===== config.mk =====
export PLATFORM = sky130hd
export DESIGN_NAME = twm_master
export DESIGN_NICKNAME = d
export VERILOG_FILES = /design/src/pkg/twm_pkg.sv /design/src/design/twm_master.sv /design/src/design/twm_sync.sv
export SDC_FILE = /design/constraint.sdc
export NUM_CORES = 1
export LEC_CHECK = 0
export BUFFER_PORTS_ARGS = -buffer_cell sky130_fd_sc_hd__clkbuf_2
export CAP_MARGIN = 20
export CORE_ASPECT_RATIO = 1.4
export CORE_MARGIN = 3
export CORE_UTILIZATION = 25
export CTS_BUF_LIST = sky130_fd_sc_hd__clkbuf_8
export CTS_CLUSTER_SIZE = 16
export DETAILED_ROUTE_END_ITERATION = 8
export PLACE_DENSITY = 0.5
export SETUP_SLACK_MARGIN = 0.3
export SLEW_MARGIN = 25
export SYNTH_ARGS = -nofsm -noshare
export SYNTH_HDL_FRONTEND = slang
export SYNTH_SLANG_ARGS = --single-unit

===== constraint.sdc =====
create_clock -name sys_clk -period 7.5 [get_ports sys_clk]
set_input_delay 0.375 -clock sys_clk [delete_from_list [all_inputs] [get_ports sys_clk]]
set_output_delay 0.375 -clock sys_clk [all_outputs]
set_load 0.02 [all_outputs]

===== src/pkg/twm_pkg.sv =====
// twm_pkg: constants, register map and carrier types of the two-wire bus master
// assumes a 25 MHz system clock and a 12-bit byte address on the register bus
package twm_pkg;

  // clock and bus rates
  localparam int TWM_CLK_HZ     = 25000000;
  localparam int TWM_RATE_100K  = 100000;
  localparam int TWM_RATE_250K  = 250000;
  localparam int TWM_RATE_400K  = 400000;
  // a bit is four quarter phases; a least time, so round up
  localparam int TWM_QTR_100K   = (TWM_CLK_HZ + 4 * TWM_RATE_100K - 1) / (4 * TWM_RATE_100K);
  localparam int TWM_QTR_250K   = (TWM_CLK_HZ + 4 * TWM_RATE_250K - 1) / (4 * TWM_RATE_250K);
  localparam int TWM_QTR_400K   = (TWM_CLK_HZ + 4 * TWM_RATE_400K - 1) / (4 * TWM_RATE_400K);

  // frequency selector codes
  localparam logic [1:0] TWM_FREQ_100K = 2'h0;
  localparam logic [1:0] TWM_FREQ_250K = 2'h1;
  localparam logic [1:0] TWM_FREQ_400K = 2'h2;

  // register offsets (byte addresses)
  localparam logic [11:0] TWM_OFF_TASK_RX   = 12'h000;
  localparam logic [11:0] TWM_OFF_TASK_TX   = 12'h008;
  localparam logic [11:0] TWM_OFF_TASK_STOP = 12'h014;
  localparam logic [11:0] TWM_OFF_TASK_SUSP = 12'h01c;
  localparam logic [11:0] TWM_OFF_TASK_RES  = 12'h020;
  localparam logic [11:0] TWM_OFF_EV_STOP   = 12'h104;
  localparam logic [11:0] TWM_OFF_EV_ERR    = 12'h124;
  localparam logic [11:0] TWM_OFF_EV_SUSP   = 12'h148;
  localparam logic [11:0] TWM_OFF_EV_RXBEG  = 12'h14c;
  localparam logic [11:0] TWM_OFF_EV_TXBEG  = 12'h150;
  localparam logic [11:0] TWM_OFF_EV_FIN_RX = 12'h15c;
  localparam logic [11:0] TWM_OFF_EV_FIN_TX = 12'h160;
  localparam logic [11:0] TWM_OFF_SHORTS    = 12'h200;
  localparam logic [11:0] TWM_OFF_ENABLE    = 12'h500;
  localparam logic [11:0] TWM_OFF_FREQ      = 12'h524;
  localparam logic [11:0] TWM_OFF_RX_PTR    = 12'h534;
  localparam logic [11:0] TWM_OFF_RX_MAX    = 12'h538;
  localparam logic [11:0] TWM_OFF_TX_PTR    = 12'h544;
  localparam logic [11:0] TWM_OFF_TX_MAX    = 12'h548;
  localparam logic [11:0] TWM_OFF_ADDRESS   = 12'h588;

  // shortcut field positions
  localparam int TWM_SHORT_FIN_TX_STOP = 0;
  localparam int TWM_SHORT_FIN_RX_STOP = 1;

  // reset values
  localparam logic [31:0] TWM_RST_PTR    = 32'h0000_0000;
  localparam logic [1:0]  TWM_RST_FREQ   = TWM_FREQ_100K;
  localparam logic [6:0]  TWM_RST_ADDR   = 7'h00;
  localparam logic [1:0]  TWM_RST_SHORTS = 2'h0;

  // direction bit after the address
  localparam logic TWM_DIR_WRITE = 1'b0;
  localparam logic TWM_DIR_READ  = 1'b1;
  // acknowledge slot levels
  localparam logic TWM_ACK  = 1'b0;
  localparam logic TWM_NACK = 1'b1;

  // tasks, one-cycle strobes
  typedef struct packed {
    logic rx_begin;
    logic tx_begin;
    logic stop;
    logic suspend;
    logic resume;
  } twm_task_s;

  // events, one-cycle pulses; order matches TWM_EV_OFFS
  typedef struct packed {
    logic final_transmit_byte_event;
    logic final_receive_byte_event;
    logic txbegan;
    logic rxbegan;
    logic suspended;
    logic error;
    logic stopped;
  } twm_event_s;

  localparam int TWM_NUM_EV = 7;
  localparam logic [TWM_NUM_EV-1:0][11:0] TWM_EV_OFFS = {
    TWM_OFF_EV_FIN_TX, TWM_OFF_EV_FIN_RX, TWM_OFF_EV_TXBEG, TWM_OFF_EV_RXBEG,
    TWM_OFF_EV_SUSP, TWM_OFF_EV_ERR, TWM_OFF_EV_STOP};

  // sequencer states
  typedef enum logic [3:0] {
    TWM_IDLE  = 4'h0,
    TWM_START = 4'h1,
    TWM_BYTE  = 4'h2,
    TWM_FETCH = 4'h3,
    TWM_STORE = 4'h4,
    TWM_NEXT  = 4'h5,
    TWM_HOLD  = 4'h6,
    TWM_SUSP  = 4'h7,
    TWM_STOP  = 4'h8,
    TWM_DONE  = 4'h9
  } twm_state_e;

endpackage : twm_pkg


===== src/design/twm_master.sv =====
// twm_master: single-master two-wire bus controller with byte DMA reader and writer
// assumes an APB master on sys_clk, open-drain pads outside and a byte-wide RAM port
//
// Decided for this implementation: the APB slave port and the placing of the registers.
`timescale 1ns/10ps
`default_nettype none
module twm_master
  import twm_pkg::*;
#(
  parameter int CNT_W = 16
) (
  // clock and reset
  input  wire logic             sys_clk,
  input  wire logic             rst_n,
  // apb slave
  input  wire logic             psel,
  input  wire logic             penable,
  input  wire logic             pwrite,
  input  wire logic [11:0]      paddr,
  input  wire logic [31:0]      pwdata,
  output logic      [31:0]      prdata,
  output logic                  pready,
  output logic                  pslverr,
  // event interconnect
  input  wire twm_task_s        task_in,
  output twm_event_s            event_out,
  // ram port
  output logic                  mem_req,
  output logic                  mem_we,
  output logic      [31:0]      mem_addr,
  output logic      [7:0]       mem_wdata,
  input  wire logic [7:0]       mem_rdata,
  input  wire logic             mem_ack,
  // bus pins, open drain
  input  wire logic             scl_in,
  output logic                  scl_out,
  output logic                  scl_oe,
  input  wire logic             sda_in,
  output logic                  sda_out,
  output logic                  sda_oe
);

  // software registers
  logic [31:0]       tx_ptr_reg;
  logic [31:0]       rx_ptr_reg;
  logic [CNT_W-1:0]  tx_max_reg;
  logic [CNT_W-1:0]  rx_max_reg;
  logic [6:0]        addr_reg;
  logic [1:0]        freq_reg;
  logic              enable_reg;
  logic [1:0]        shorts_reg;
  logic [TWM_NUM_EV-1:0] ev_flag_reg;

  // sequencer state
  twm_state_e        state_reg;
  logic [1:0]        phase_reg;
  logic [7:0]        qcnt_reg;
  logic [3:0]        bit_reg;
  logic [7:0]        shift_reg;
  logic              is_rx_reg;
  logic              addr_phase_reg;
  logic              nack_reg;
  logic [31:0]       ptr_act_reg;
  logic [CNT_W-1:0]  max_act_reg;
  logic [CNT_W-1:0]  cnt_reg;
  logic              stop_pend_reg;
  logic              susp_pend_reg;

  // combinational helpers
  logic [1:0]        pins_s;
  logic              scl_s;
  logic              sda_s;
  logic              apb_fire;
  logic              apb_wr;
  twm_task_s         tsk;
  logic [7:0]        qtr_sel;
  logic              stretch;
  logic              tick;
  logic              busy;
  logic              last_byte;
  logic              more;
  logic              rx_nack;
  logic [31:0]       rd_data;
  logic              rd_hit;

  // pins pass two flops before any logic sees them
  twm_sync #(.W(2)) u_sync (
    .sys_clk  (sys_clk),
    .rst_n    (rst_n),
    .async_in ({scl_in, sda_in}),
    .sync_out (pins_s)
  );
  assign scl_s = pins_s[1];
  assign sda_s = pins_s[0];

  // access phase completes on the second cycle with pready high
  assign apb_fire = psel && penable && pready;
  assign apb_wr   = apb_fire && pwrite;

  // tasks from interconnect, register writes and shortcuts
  always_comb begin
    tsk          = task_in;
    tsk.rx_begin = task_in.rx_begin | (apb_wr && paddr == TWM_OFF_TASK_RX && pwdata[0]);
    tsk.tx_begin = task_in.tx_begin | (apb_wr && paddr == TWM_OFF_TASK_TX && pwdata[0]);
    tsk.suspend  = task_in.suspend | (apb_wr && paddr == TWM_OFF_TASK_SUSP && pwdata[0]);
    tsk.resume   = task_in.resume | (apb_wr && paddr == TWM_OFF_TASK_RES && pwdata[0]);
    tsk.stop     = task_in.stop | (apb_wr && paddr == TWM_OFF_TASK_STOP && pwdata[0])
                 | (event_out.final_transmit_byte_event && shorts_reg[TWM_SHORT_FIN_TX_STOP])
                 | (event_out.final_receive_byte_event && shorts_reg[TWM_SHORT_FIN_RX_STOP]);
  end

  // quarter-bit length for the selected rate
  always_comb begin
    case (freq_reg)
      TWM_FREQ_250K: qtr_sel = 8'(TWM_QTR_250K);
      TWM_FREQ_400K: qtr_sel = 8'(TWM_QTR_400K);
      default:       qtr_sel = 8'(TWM_QTR_100K);
    endcase
  end

  // clock high phase does not run while a slave still holds scl low
  assign stretch = (phase_reg == 2'h1) && !scl_s;
  assign tick    = !stretch && (qcnt_reg == qtr_sel - 8'h01);
  assign busy    = (state_reg == TWM_START) || (state_reg == TWM_BYTE) || (state_reg == TWM_FETCH)
                || (state_reg == TWM_STORE) || (state_reg == TWM_NEXT);
  assign last_byte = (max_act_reg != '0) && (cnt_reg == max_act_reg - 1'b1);
  assign more      = cnt_reg < max_act_reg;
  // nack the final byte, or any byte once a stop is waiting
  assign rx_nack   = last_byte || stop_pend_reg;

  // apb configuration registers
  always_ff @(posedge sys_clk) begin
    if (!rst_n) begin
      tx_ptr_reg <= TWM_RST_PTR;
      rx_ptr_reg <= TWM_RST_PTR;
      tx_max_reg <= '0;
      rx_max_reg <= '0;
      addr_reg   <= TWM_RST_ADDR;
      freq_reg   <= TWM_RST_FREQ;
      enable_reg <= 1'b0;
      shorts_reg <= TWM_RST_SHORTS;
    end else if (apb_wr) begin
      case (paddr)
        TWM_OFF_TX_PTR:  tx_ptr_reg <= pwdata;
        TWM_OFF_RX_PTR:  rx_ptr_reg <= pwdata;
        TWM_OFF_TX_MAX:  tx_max_reg <= pwdata[CNT_W-1:0];
        TWM_OFF_RX_MAX:  rx_max_reg <= pwdata[CNT_W-1:0];
        TWM_OFF_ADDRESS: addr_reg   <= pwdata[6:0];
        TWM_OFF_FREQ:    freq_reg   <= pwdata[1:0];
        TWM_OFF_ENABLE:  enable_reg <= pwdata[0];
        TWM_OFF_SHORTS:  shorts_reg <= pwdata[1:0];
        default:         ;
      endcase
    end
  end

  // sticky event flags; a new event wins over a clearing write
  always_ff @(posedge sys_clk) begin
    if (!rst_n) begin
      ev_flag_reg <= '0;
    end else begin
      for (int i = 0; i < TWM_NUM_EV; i++) begin
        if (event_out[i]) begin
          ev_flag_reg[i] <= 1'b1;
        end else if (apb_wr && paddr == TWM_EV_OFFS[i] && !pwdata[0]) begin
          ev_flag_reg[i] <= 1'b0;
        end
      end
    end
  end

  // read multiplexer
  always_comb begin
    rd_data = 32'h0000_0000;
    rd_hit  = 1'b1;
    case (paddr)
      TWM_OFF_TASK_RX, TWM_OFF_TASK_TX, TWM_OFF_TASK_STOP,
      TWM_OFF_TASK_SUSP, TWM_OFF_TASK_RES: rd_data = 32'h0000_0000;
      TWM_OFF_TX_PTR:  rd_data = tx_ptr_reg;
      TWM_OFF_RX_PTR:  rd_data = rx_ptr_reg;
      TWM_OFF_TX_MAX:  rd_data = 32'(tx_max_reg);
      TWM_OFF_RX_MAX:  rd_data = 32'(rx_max_reg);
      TWM_OFF_ADDRESS: rd_data = {25'h0000000, addr_reg};
      TWM_OFF_FREQ:    rd_data = {30'h00000000, freq_reg};
      TWM_OFF_ENABLE:  rd_data = {31'h00000000, enable_reg};
      TWM_OFF_SHORTS:  rd_data = {30'h00000000, shorts_reg};
      default: begin
        rd_hit = 1'b0;
        for (int i = 0; i < TWM_NUM_EV; i++) begin
          if (paddr == TWM_EV_OFFS[i]) begin
            rd_hit  = 1'b1;
            rd_data = {31'h00000000, ev_flag_reg[i]};
          end
        end
      end
    endcase
  end

  // apb answer: one wait state, error on unmapped address
  always_ff @(posedge sys_clk) begin
    if (!rst_n) begin
      pready  <= 1'b0;
      prdata  <= 32'h0000_0000;
      pslverr <= 1'b0;
    end else if (psel && penable && !pready) begin
      pready  <= 1'b1;
      prdata  <= pwrite ? 32'h0000_0000 : rd_data;
      pslverr <= !rd_hit;
    end else begin
      pready  <= 1'b0;
      pslverr <= 1'b0;
    end
  end

  // pending stop and suspend requests, taken at the next byte boundary
  always_ff @(posedge sys_clk) begin
    if (!rst_n) begin
      stop_pend_reg <= 1'b0;
      susp_pend_reg <= 1'b0;
    end else begin
      if (state_reg == TWM_IDLE || state_reg == TWM_STOP) begin
        stop_pend_reg <= 1'b0;
      end else if (tsk.stop && state_reg != TWM_SUSP) begin
        stop_pend_reg <= 1'b1;
      end
      if (state_reg == TWM_SUSP || state_reg == TWM_IDLE) begin
        susp_pend_reg <= 1'b0;
      end else if (tsk.suspend && busy) begin
        susp_pend_reg <= 1'b1;
      end
    end
  end

  // bus sequencer, bit engine and dma
  always_ff @(posedge sys_clk) begin
    if (!rst_n) begin
      state_reg      <= TWM_IDLE;
      phase_reg      <= 2'h0;
      qcnt_reg       <= 8'h00;
      bit_reg        <= 4'h0;
      shift_reg      <= 8'h00;
      is_rx_reg      <= 1'b0;
      addr_phase_reg <= 1'b0;
      nack_reg       <= 1'b0;
      ptr_act_reg    <= TWM_RST_PTR;
      max_act_reg    <= '0;
      cnt_reg        <= '0;
      event_out      <= '0;
      mem_req        <= 1'b0;
      mem_we         <= 1'b0;
      mem_addr       <= 32'h0000_0000;
      mem_wdata      <= 8'h00;
      scl_out        <= 1'b0;
      scl_oe         <= 1'b0;
      sda_out        <= 1'b0;
      sda_oe         <= 1'b0;
    end else begin
      event_out <= '0;
      // quarter timer for the timed states
      if (state_reg == TWM_START || state_reg == TWM_BYTE || state_reg == TWM_STOP) begin
        if (stretch || tick) begin
          qcnt_reg <= 8'h00;
        end else begin
          qcnt_reg <= qcnt_reg + 8'h01;
        end
        if (tick) begin
          phase_reg <= phase_reg + 2'h1;
        end
      end
      case (state_reg)
        TWM_IDLE, TWM_HOLD: begin
          if (state_reg == TWM_IDLE) begin
            scl_oe <= 1'b0;
            sda_oe <= 1'b0;
          end
          if (enable_reg && (tsk.tx_begin || tsk.rx_begin)) begin
            // load the staged copies; software may refill them now
            is_rx_reg      <= tsk.rx_begin;
            ptr_act_reg    <= tsk.rx_begin ? rx_ptr_reg : tx_ptr_reg;
            max_act_reg    <= tsk.rx_begin ? rx_max_reg : tx_max_reg;
            shift_reg      <= {addr_reg, tsk.rx_begin ? TWM_DIR_READ : TWM_DIR_WRITE};
            cnt_reg        <= '0;
            addr_phase_reg <= 1'b1;
            nack_reg       <= 1'b0;
            phase_reg      <= 2'h0;
            qcnt_reg       <= 8'h00;
            sda_oe         <= 1'b0;
            event_out.rxbegan <= tsk.rx_begin;
            event_out.txbegan <= !tsk.rx_begin;
            state_reg      <= TWM_START;
          end else if (state_reg == TWM_HOLD && stop_pend_reg) begin
            phase_reg <= 2'h0;
            qcnt_reg  <= 8'h00;
            sda_oe    <= 1'b1;
            state_reg <= TWM_STOP;
          end else if (state_reg == TWM_IDLE && tsk.stop) begin
            event_out.stopped <= 1'b1;
          end
        end
        TWM_START: begin
          // sda released, scl released, sda falls, scl falls
          if (tick) begin
            case (phase_reg)
              2'h0: scl_oe <= 1'b0;
              2'h1: sda_oe <= 1'b1;
              2'h2: scl_oe <= 1'b1;
              default: begin
                bit_reg   <= 4'h8;
                sda_oe    <= !shift_reg[7];
                state_reg <= TWM_BYTE;
              end
            endcase
          end
        end
        TWM_BYTE: begin
          // bits 8..1 carry data, bit 0 is the acknowledge slot
          if (tick) begin
            case (phase_reg)
              2'h0: scl_oe <= 1'b0;
              2'h1: begin
                if (bit_reg != 4'h0) begin
                  shift_reg <= (is_rx_reg && !addr_phase_reg) ? {shift_reg[6:0], sda_s}
                                                              : {shift_reg[6:0], 1'b0};
                end else if (!is_rx_reg || addr_phase_reg) begin
                  nack_reg <= (sda_s == TWM_NACK);
                  event_out.error <= (sda_s == TWM_NACK);
                end
              end
              2'h2: scl_oe <= 1'b1;
              default: begin
                if (bit_reg != 4'h0) begin
                  bit_reg <= bit_reg - 4'h1;
                  if (bit_reg == 4'h1) begin
                    // master drives the slot only when receiving data
                    sda_oe <= is_rx_reg && !addr_phase_reg && !rx_nack;
                  end else if (is_rx_reg && !addr_phase_reg) begin
                    sda_oe <= 1'b0;
                  end else begin
                    sda_oe <= !shift_reg[7];
                  end
                end else begin
                  sda_oe <= 1'b0;
                  addr_phase_reg <= 1'b0;
                  if (!addr_phase_reg && is_rx_reg) begin
                    mem_req   <= 1'b1;
                    mem_we    <= 1'b1;
                    mem_addr  <= ptr_act_reg + 32'(cnt_reg);
                    mem_wdata <= shift_reg;
                    state_reg <= TWM_STORE;
                  end else begin
                    if (!addr_phase_reg) begin
                      cnt_reg <= cnt_reg + 1'b1;
                    end
                    state_reg <= nack_reg ? TWM_HOLD : TWM_NEXT;
                  end
                end
              end
            endcase
          end
        end
        TWM_STORE: begin
          if (mem_ack) begin
            mem_req   <= 1'b0;
            mem_we    <= 1'b0;
            cnt_reg   <= cnt_reg + 1'b1;
            state_reg <= TWM_NEXT;
          end
        end
        TWM_NEXT: begin
          phase_reg <= 2'h0;
          qcnt_reg  <= 8'h00;
          if (stop_pend_reg) begin
            sda_oe    <= 1'b1;
            state_reg <= TWM_STOP;
          end else if (susp_pend_reg) begin
            event_out.suspended <= 1'b1;
            state_reg <= TWM_SUSP;
          end else if (!more) begin
            state_reg <= TWM_HOLD;
          end else if (is_rx_reg) begin
            event_out.final_receive_byte_event <= last_byte;
            bit_reg   <= 4'h8;
            sda_oe    <= 1'b0;
            state_reg <= TWM_BYTE;
          end else begin
            mem_req   <= 1'b1;
            mem_we    <= 1'b0;
            mem_addr  <= ptr_act_reg + 32'(cnt_reg);
            state_reg <= TWM_FETCH;
          end
        end
        TWM_FETCH: begin
          if (mem_ack) begin
            mem_req   <= 1'b0;
            shift_reg <= mem_rdata;
            event_out.final_transmit_byte_event <= last_byte;
            bit_reg   <= 4'h8;
            sda_oe    <= !mem_rdata[7];
            state_reg <= TWM_BYTE;
          end
        end
        TWM_SUSP: begin
          // scl stays low, stretching the bus until resumed
          scl_oe <= 1'b1;
          if (tsk.resume) begin
            state_reg <= TWM_NEXT;
          end
        end
        TWM_STOP: begin
          // sda low, scl released, sda released
          if (tick) begin
            case (phase_reg)
              2'h0: scl_oe <= 1'b0;
              2'h1: sda_oe <= 1'b0;
              2'h2: ;
              default: state_reg <= TWM_DONE;
            endcase
          end
        end
        TWM_DONE: begin
          if (!mem_req) begin
            event_out.stopped <= 1'b1;
            state_reg <= TWM_IDLE;
          end
        end
        default: state_reg <= TWM_IDLE;
      endcase
    end
  end

endmodule : twm_master
`default_nettype wire


===== src/design/twm_sync.sv =====
// twm_sync: two-stage synchroniser for a group of asynchronous levels
// assumes the inputs come from pins outside the sys_clk domain
`timescale 1ns/10ps
`default_nettype none
module twm_sync #(
  parameter int W = 2
) (
  // clock and reset
  input  wire logic         sys_clk,
  input  wire logic         rst_n,
  // levels
  input  wire logic [W-1:0] async_in,
  output logic      [W-1:0] sync_out
);

  logic [W-1:0] meta_reg;

  // first stage feeds only the second; bus lines idle high
  always_ff @(posedge sys_clk) begin
    if (!rst_n) begin
      meta_reg <= '1;
      sync_out <= '1;
    end else begin
      meta_reg <= async_in;
      sync_out <= meta_reg;
    end
  end

endmodule : twm_sync
`default_nettype wire


==> qor_table.md <==
| Group | Result | This run |
| --- | --- | --- |
| outcome | Run status | finished clean |
| drt | Antenna Violating Nets Remaining | 0 |
| drt | Via count | 14400 |
| finish | Area growth from synthesis to layout | 17.1% |
| floorplan | Core Footprint | 0.0610 sq mm |
| floorplan | Number of placed I/O pins | 152 |
| sta | Final period util | 0.439 |
| global route | Vias in the first global route | 14200 |
| finish | Non-filler instance count after layout | 2876 |
| setup path | Top Family by Delay on Critical Path | simple AND/OR/NAND/NOR gates |
| sta | Worst-case clock skew | 0.0246 ns |
| setup path | CP Data Required Time | 8.04 ns |
| clock network | TritonCTS clock tree | yes |
| setup path | Critical Path Fanout Max | 20 |
| synth | Number of distinct library cells after synthesis | 91 |
| sta | Final Hold Violating Endpoints | 0 |
| job | Max_cap viols | 0 |
| pwr | Total power | 3.66 mW |
| place | Total half-perimeter wirelength after legalization and detailed placement | 37.7 mm |
| place | GPL Wtd Cong | 0.892 |
| setup path | Type of the setup path with the least slack | reg -> reg |
| sta | Hold WS | 0.0690 ns |
| synth | Synth Register Bits | 299 |
| global route | Largest net degree at the start of global routing | 143 |
| finish | Nets | 2134 |
| global route | Routing usage on met3 | 0.0242 |
| pwr | Worst VDD drop | 0.000120 V |
| clock network | Skew-Pair Late Insertion Delay | 0.61 ns |
| clock network | Post-CTS clock slew at the launch and capture registers of the worst setup and hold paths | 0.07 ns |
| global route | Number of antenna violations at the first check in global routing | 1 |
| global route | Total Routing Usage GR | 0.159 |
| clock network | Max clock buf depth | 3 |
| global route | Global route overflow | 0 |
| clock network | Clock net sink count | 299 |
| setup path | CP max stage cell | dfxtp_1 |
| setup path | R2R Path Start | state_reg[2] |
| drt | WL final | 53.4 mm |
| drt | DRT Pass-1 Iters | 6 |
| drt | Mean number of vias per cell | 5.02 |
| synth | Average cell area after synthesis | 8.07 sq um |
| drt | Initial DRC count | 942 |
| sta | Shortest period the worst path allows | 3.30 ns |
| sta | Max Freq | 0.303 GHz |
| sta | Setup repair after global routing missed its margin | no |
| global route | Wire length of the first global-routing pass | 82.7 mm |
| sta | Number of pins exceeding their max-slew limit in the final report | 0 |
| pwr | Static leakage | 6.30 nW |
| drt | Wire length per cell after detailed routing | 18.6 microns |
| clock network | Number of buffers created by CTS | 49 |
| global route | Met1 Track Usage GR | 0.187 |
| setup path | Max stage delay on crit path | 0.77 ns |
| setup path | Worst Path Buf+Inv | 1 |
| floorplan | Starting density of the core | 0.253 |
| synth | Proportion of synthesized chip area in sequential cells | 0.388 |
| sta | Max-slew headroom at the worst pin | 0.302 |
| floorplan | Die Outline Area | 0.0648 sq mm |
| setup path | Endpoint arrival time on the critical path | 3.83 ns |
| setup path | Crit-path cells | inv_1 -> nand3_1 -> o21ai_0 -> a31oi_2 -> nand4_1 -> or3_1 -> a21oi_1 |
| finish | Final Core Density | 0.296 |
| global route | Global routing usage on met2 | 0.287 |
| floorplan | Std cell rows | 107 |
| synth | Gate Count Post-Synth | 1913 |
| clock network | CTS H-tree depth | 2 |
| place | Number of buffers inserted by port buffering | 149 |
| sta | Final setup violation count | 0 |
| setup path | Type of element capturing the critical path | register |
| sta | Setup_tns | 0 ns |
| setup path | Crit path launch | state_reg[2] |
| worst hold path | Worst min-delay path category | in -> reg |
| sta | Slew at the pin closest to its max-slew limit | 1.05 ns |
| place | Cells after DPL | 2763 |
| clock network | Clock root cell | clkbuf_8 |
| floorplan | Die extent in y | 300 microns |
| synth | Yosys warning count | 0 |
| clock network | Number of gates resized after cts | 0 |
| synth | Prevailing post-synth register cell | dfxtp_1 |
| setup path | Startpoint Class | register |
| synth | Cell area after technology mapping | 0.0154 sq mm |
| worst hold path | Start point of the worst hold path | pwdata[14] |
| synth | Post-synth EDFFs | 0 |
| floorplan | Die Width | 216 microns |
| drt | Drt drc | 0 |
| finish | Share of final-layout standard cells stronger than drive strength 1 | 0.133 |
| pwr | Cell Pwr Density | 203 mW/mm^2 |
| synth | Proportion of register bits with asynchronous set or reset after synthesis | 0 |
| global route | Top Usage Layer GRT | met2 |
per-stage QoR:
stage,instance area (sq um),setup WS [ns]
floorplan,15400,4.92
detailed placement,16800,4.18
CTS,18100,4.18
global placement,16800,4.22
global route,18100,3.96
finish,18100,4.20
cell type report:
cell class,instances,area [sq um]
Fill cell,6643,43000
Timing Repair Buffer,191,1130
Inverter,53,206
Multi-Input combinational cell,1429,8730
Sequential cell,299,5990
Clock inverter,29,221
Tap cell,817,1020
Clock buffer,56,771
Antenna cell,2,5.00
final timing paths:
path | cells past startpoint | slack (ns) | endpoint
worst min register to register | 1 | 0.41 | u_sync.sync_out[0]
worst max-delay path | 7 | 4.20 | cnt_reg[10]
worst min-delay path | 3 | 0.07 | tx_ptr_reg[14]
worst max register to register | 7 | 4.20 | cnt_reg[10]
routing by layer:
metal,vias up,wire length [microns]
met5,-,0
met4,0,1990
met3,114,2560
met2,363,26700
met1,6879,22100
li1,7081,-
report_power, final:
part	switching [mW]	total, mW	internal [mW]	leakage (nW)
registers	0.0393	1.66	1.62	2.41
clock network	0.702	1.49	0.789	0.570
logic	0.337	0.516	0.180	3.32
total	1.08	3.66	2.58	6.30
repair_timing:
item                                   CTS  global route
endpoints found under the hold margin   61             0
hold buffers                            26             0
buffers inserted                         0             0
synthesized netlist by cell type, types with 7 or more instances:
cell / n / share of area
buf_2: 27 / 0.0088
clkbuf_1: 94 / 0.023
and4_1: 9 / 0.0051
nand2_1: 307 / 0.075
dfxtp_1: 299 / 0.39
nand2b_1: 16 / 0.0065
a311oi_1: 7 / 0.0040
nand4_1: 19 / 0.0077
or4_1: 10 / 0.0049
nor4_1: 12 / 0.0049
nor3_1: 27 / 0.0088
mux2i_1: 80 / 0.052
o211ai_1: 7 / 0.0034
nor2b_1: 12 / 0.0049
and2_1: 26 / 0.011
a21oi_1: 206 / 0.067
o22ai_1: 9 / 0.0036
xor2_1: 22 / 0.012
and3_1: 17 / 0.0069
a21o_1: 23 / 0.011
a211oi_1: 69 / 0.034
or3_1: 15 / 0.0061
nor2_1: 145 / 0.035
nand3_1: 47 / 0.015
xnor2_1: 29 / 0.016
a22oi_1: 45 / 0.022
ha_1: 45 / 0.036
inv_1: 53 / 0.013
o21ai_0: 79 / 0.026
o21a_1: 12 / 0.0058
o31ai_1: 10 / 0.0049
a31oi_1: 8 / 0.0032
tightest hold or removal path: stages:
cell      delay, ns
clkbuf_2       0.14
nand2_1        0.07
a21oi_1        0.05
cells by family (layout without fill, tap and decap cells):
family | count (synthesis) | in the layout | share of synthesized area
fa+ha+maj | 46 | 46 | 0.0378
buf+inv | 186 | 329 | 0.0490
xor+xnor | 51 | 51 | 0.0289
flops | 299 | 299 | 0.388
other cells | 1 | 4 | 0.000243
mux | 80 | 80 | 0.0519
compound gates | 547 | 547 | 0.228
simple gates | 703 | 703 | 0.216
cells in the final DEF (no fill, tap or decap), types with 15 or more instances in the layout:
master	netlist	layout
nor3_1	27	27
xor2_1	22	22
mux2i_1	80	80
and2_1	26	25
o21ai_0	79	79
and3_1	17	17
clkbuf_2	2	149
nand2_1	307	305
or3_1	15	15
clkbuf_8	0	56
ha_1	45	45
buf_4	2	16
a21oi_1	206	205
a22oi_1	45	45
dlygate4sd3_1	0	26
xnor2_1	29	29
a211oi_1	69	69
nor2_1	145	144
nand4_1	19	19
nand3_1	47	47
dfxtp_1	299	299
nand2b_1	16	16
inv_1	53	67
a21o_1	23	23
Note: power is estimated with default switching activity, not from simulation.
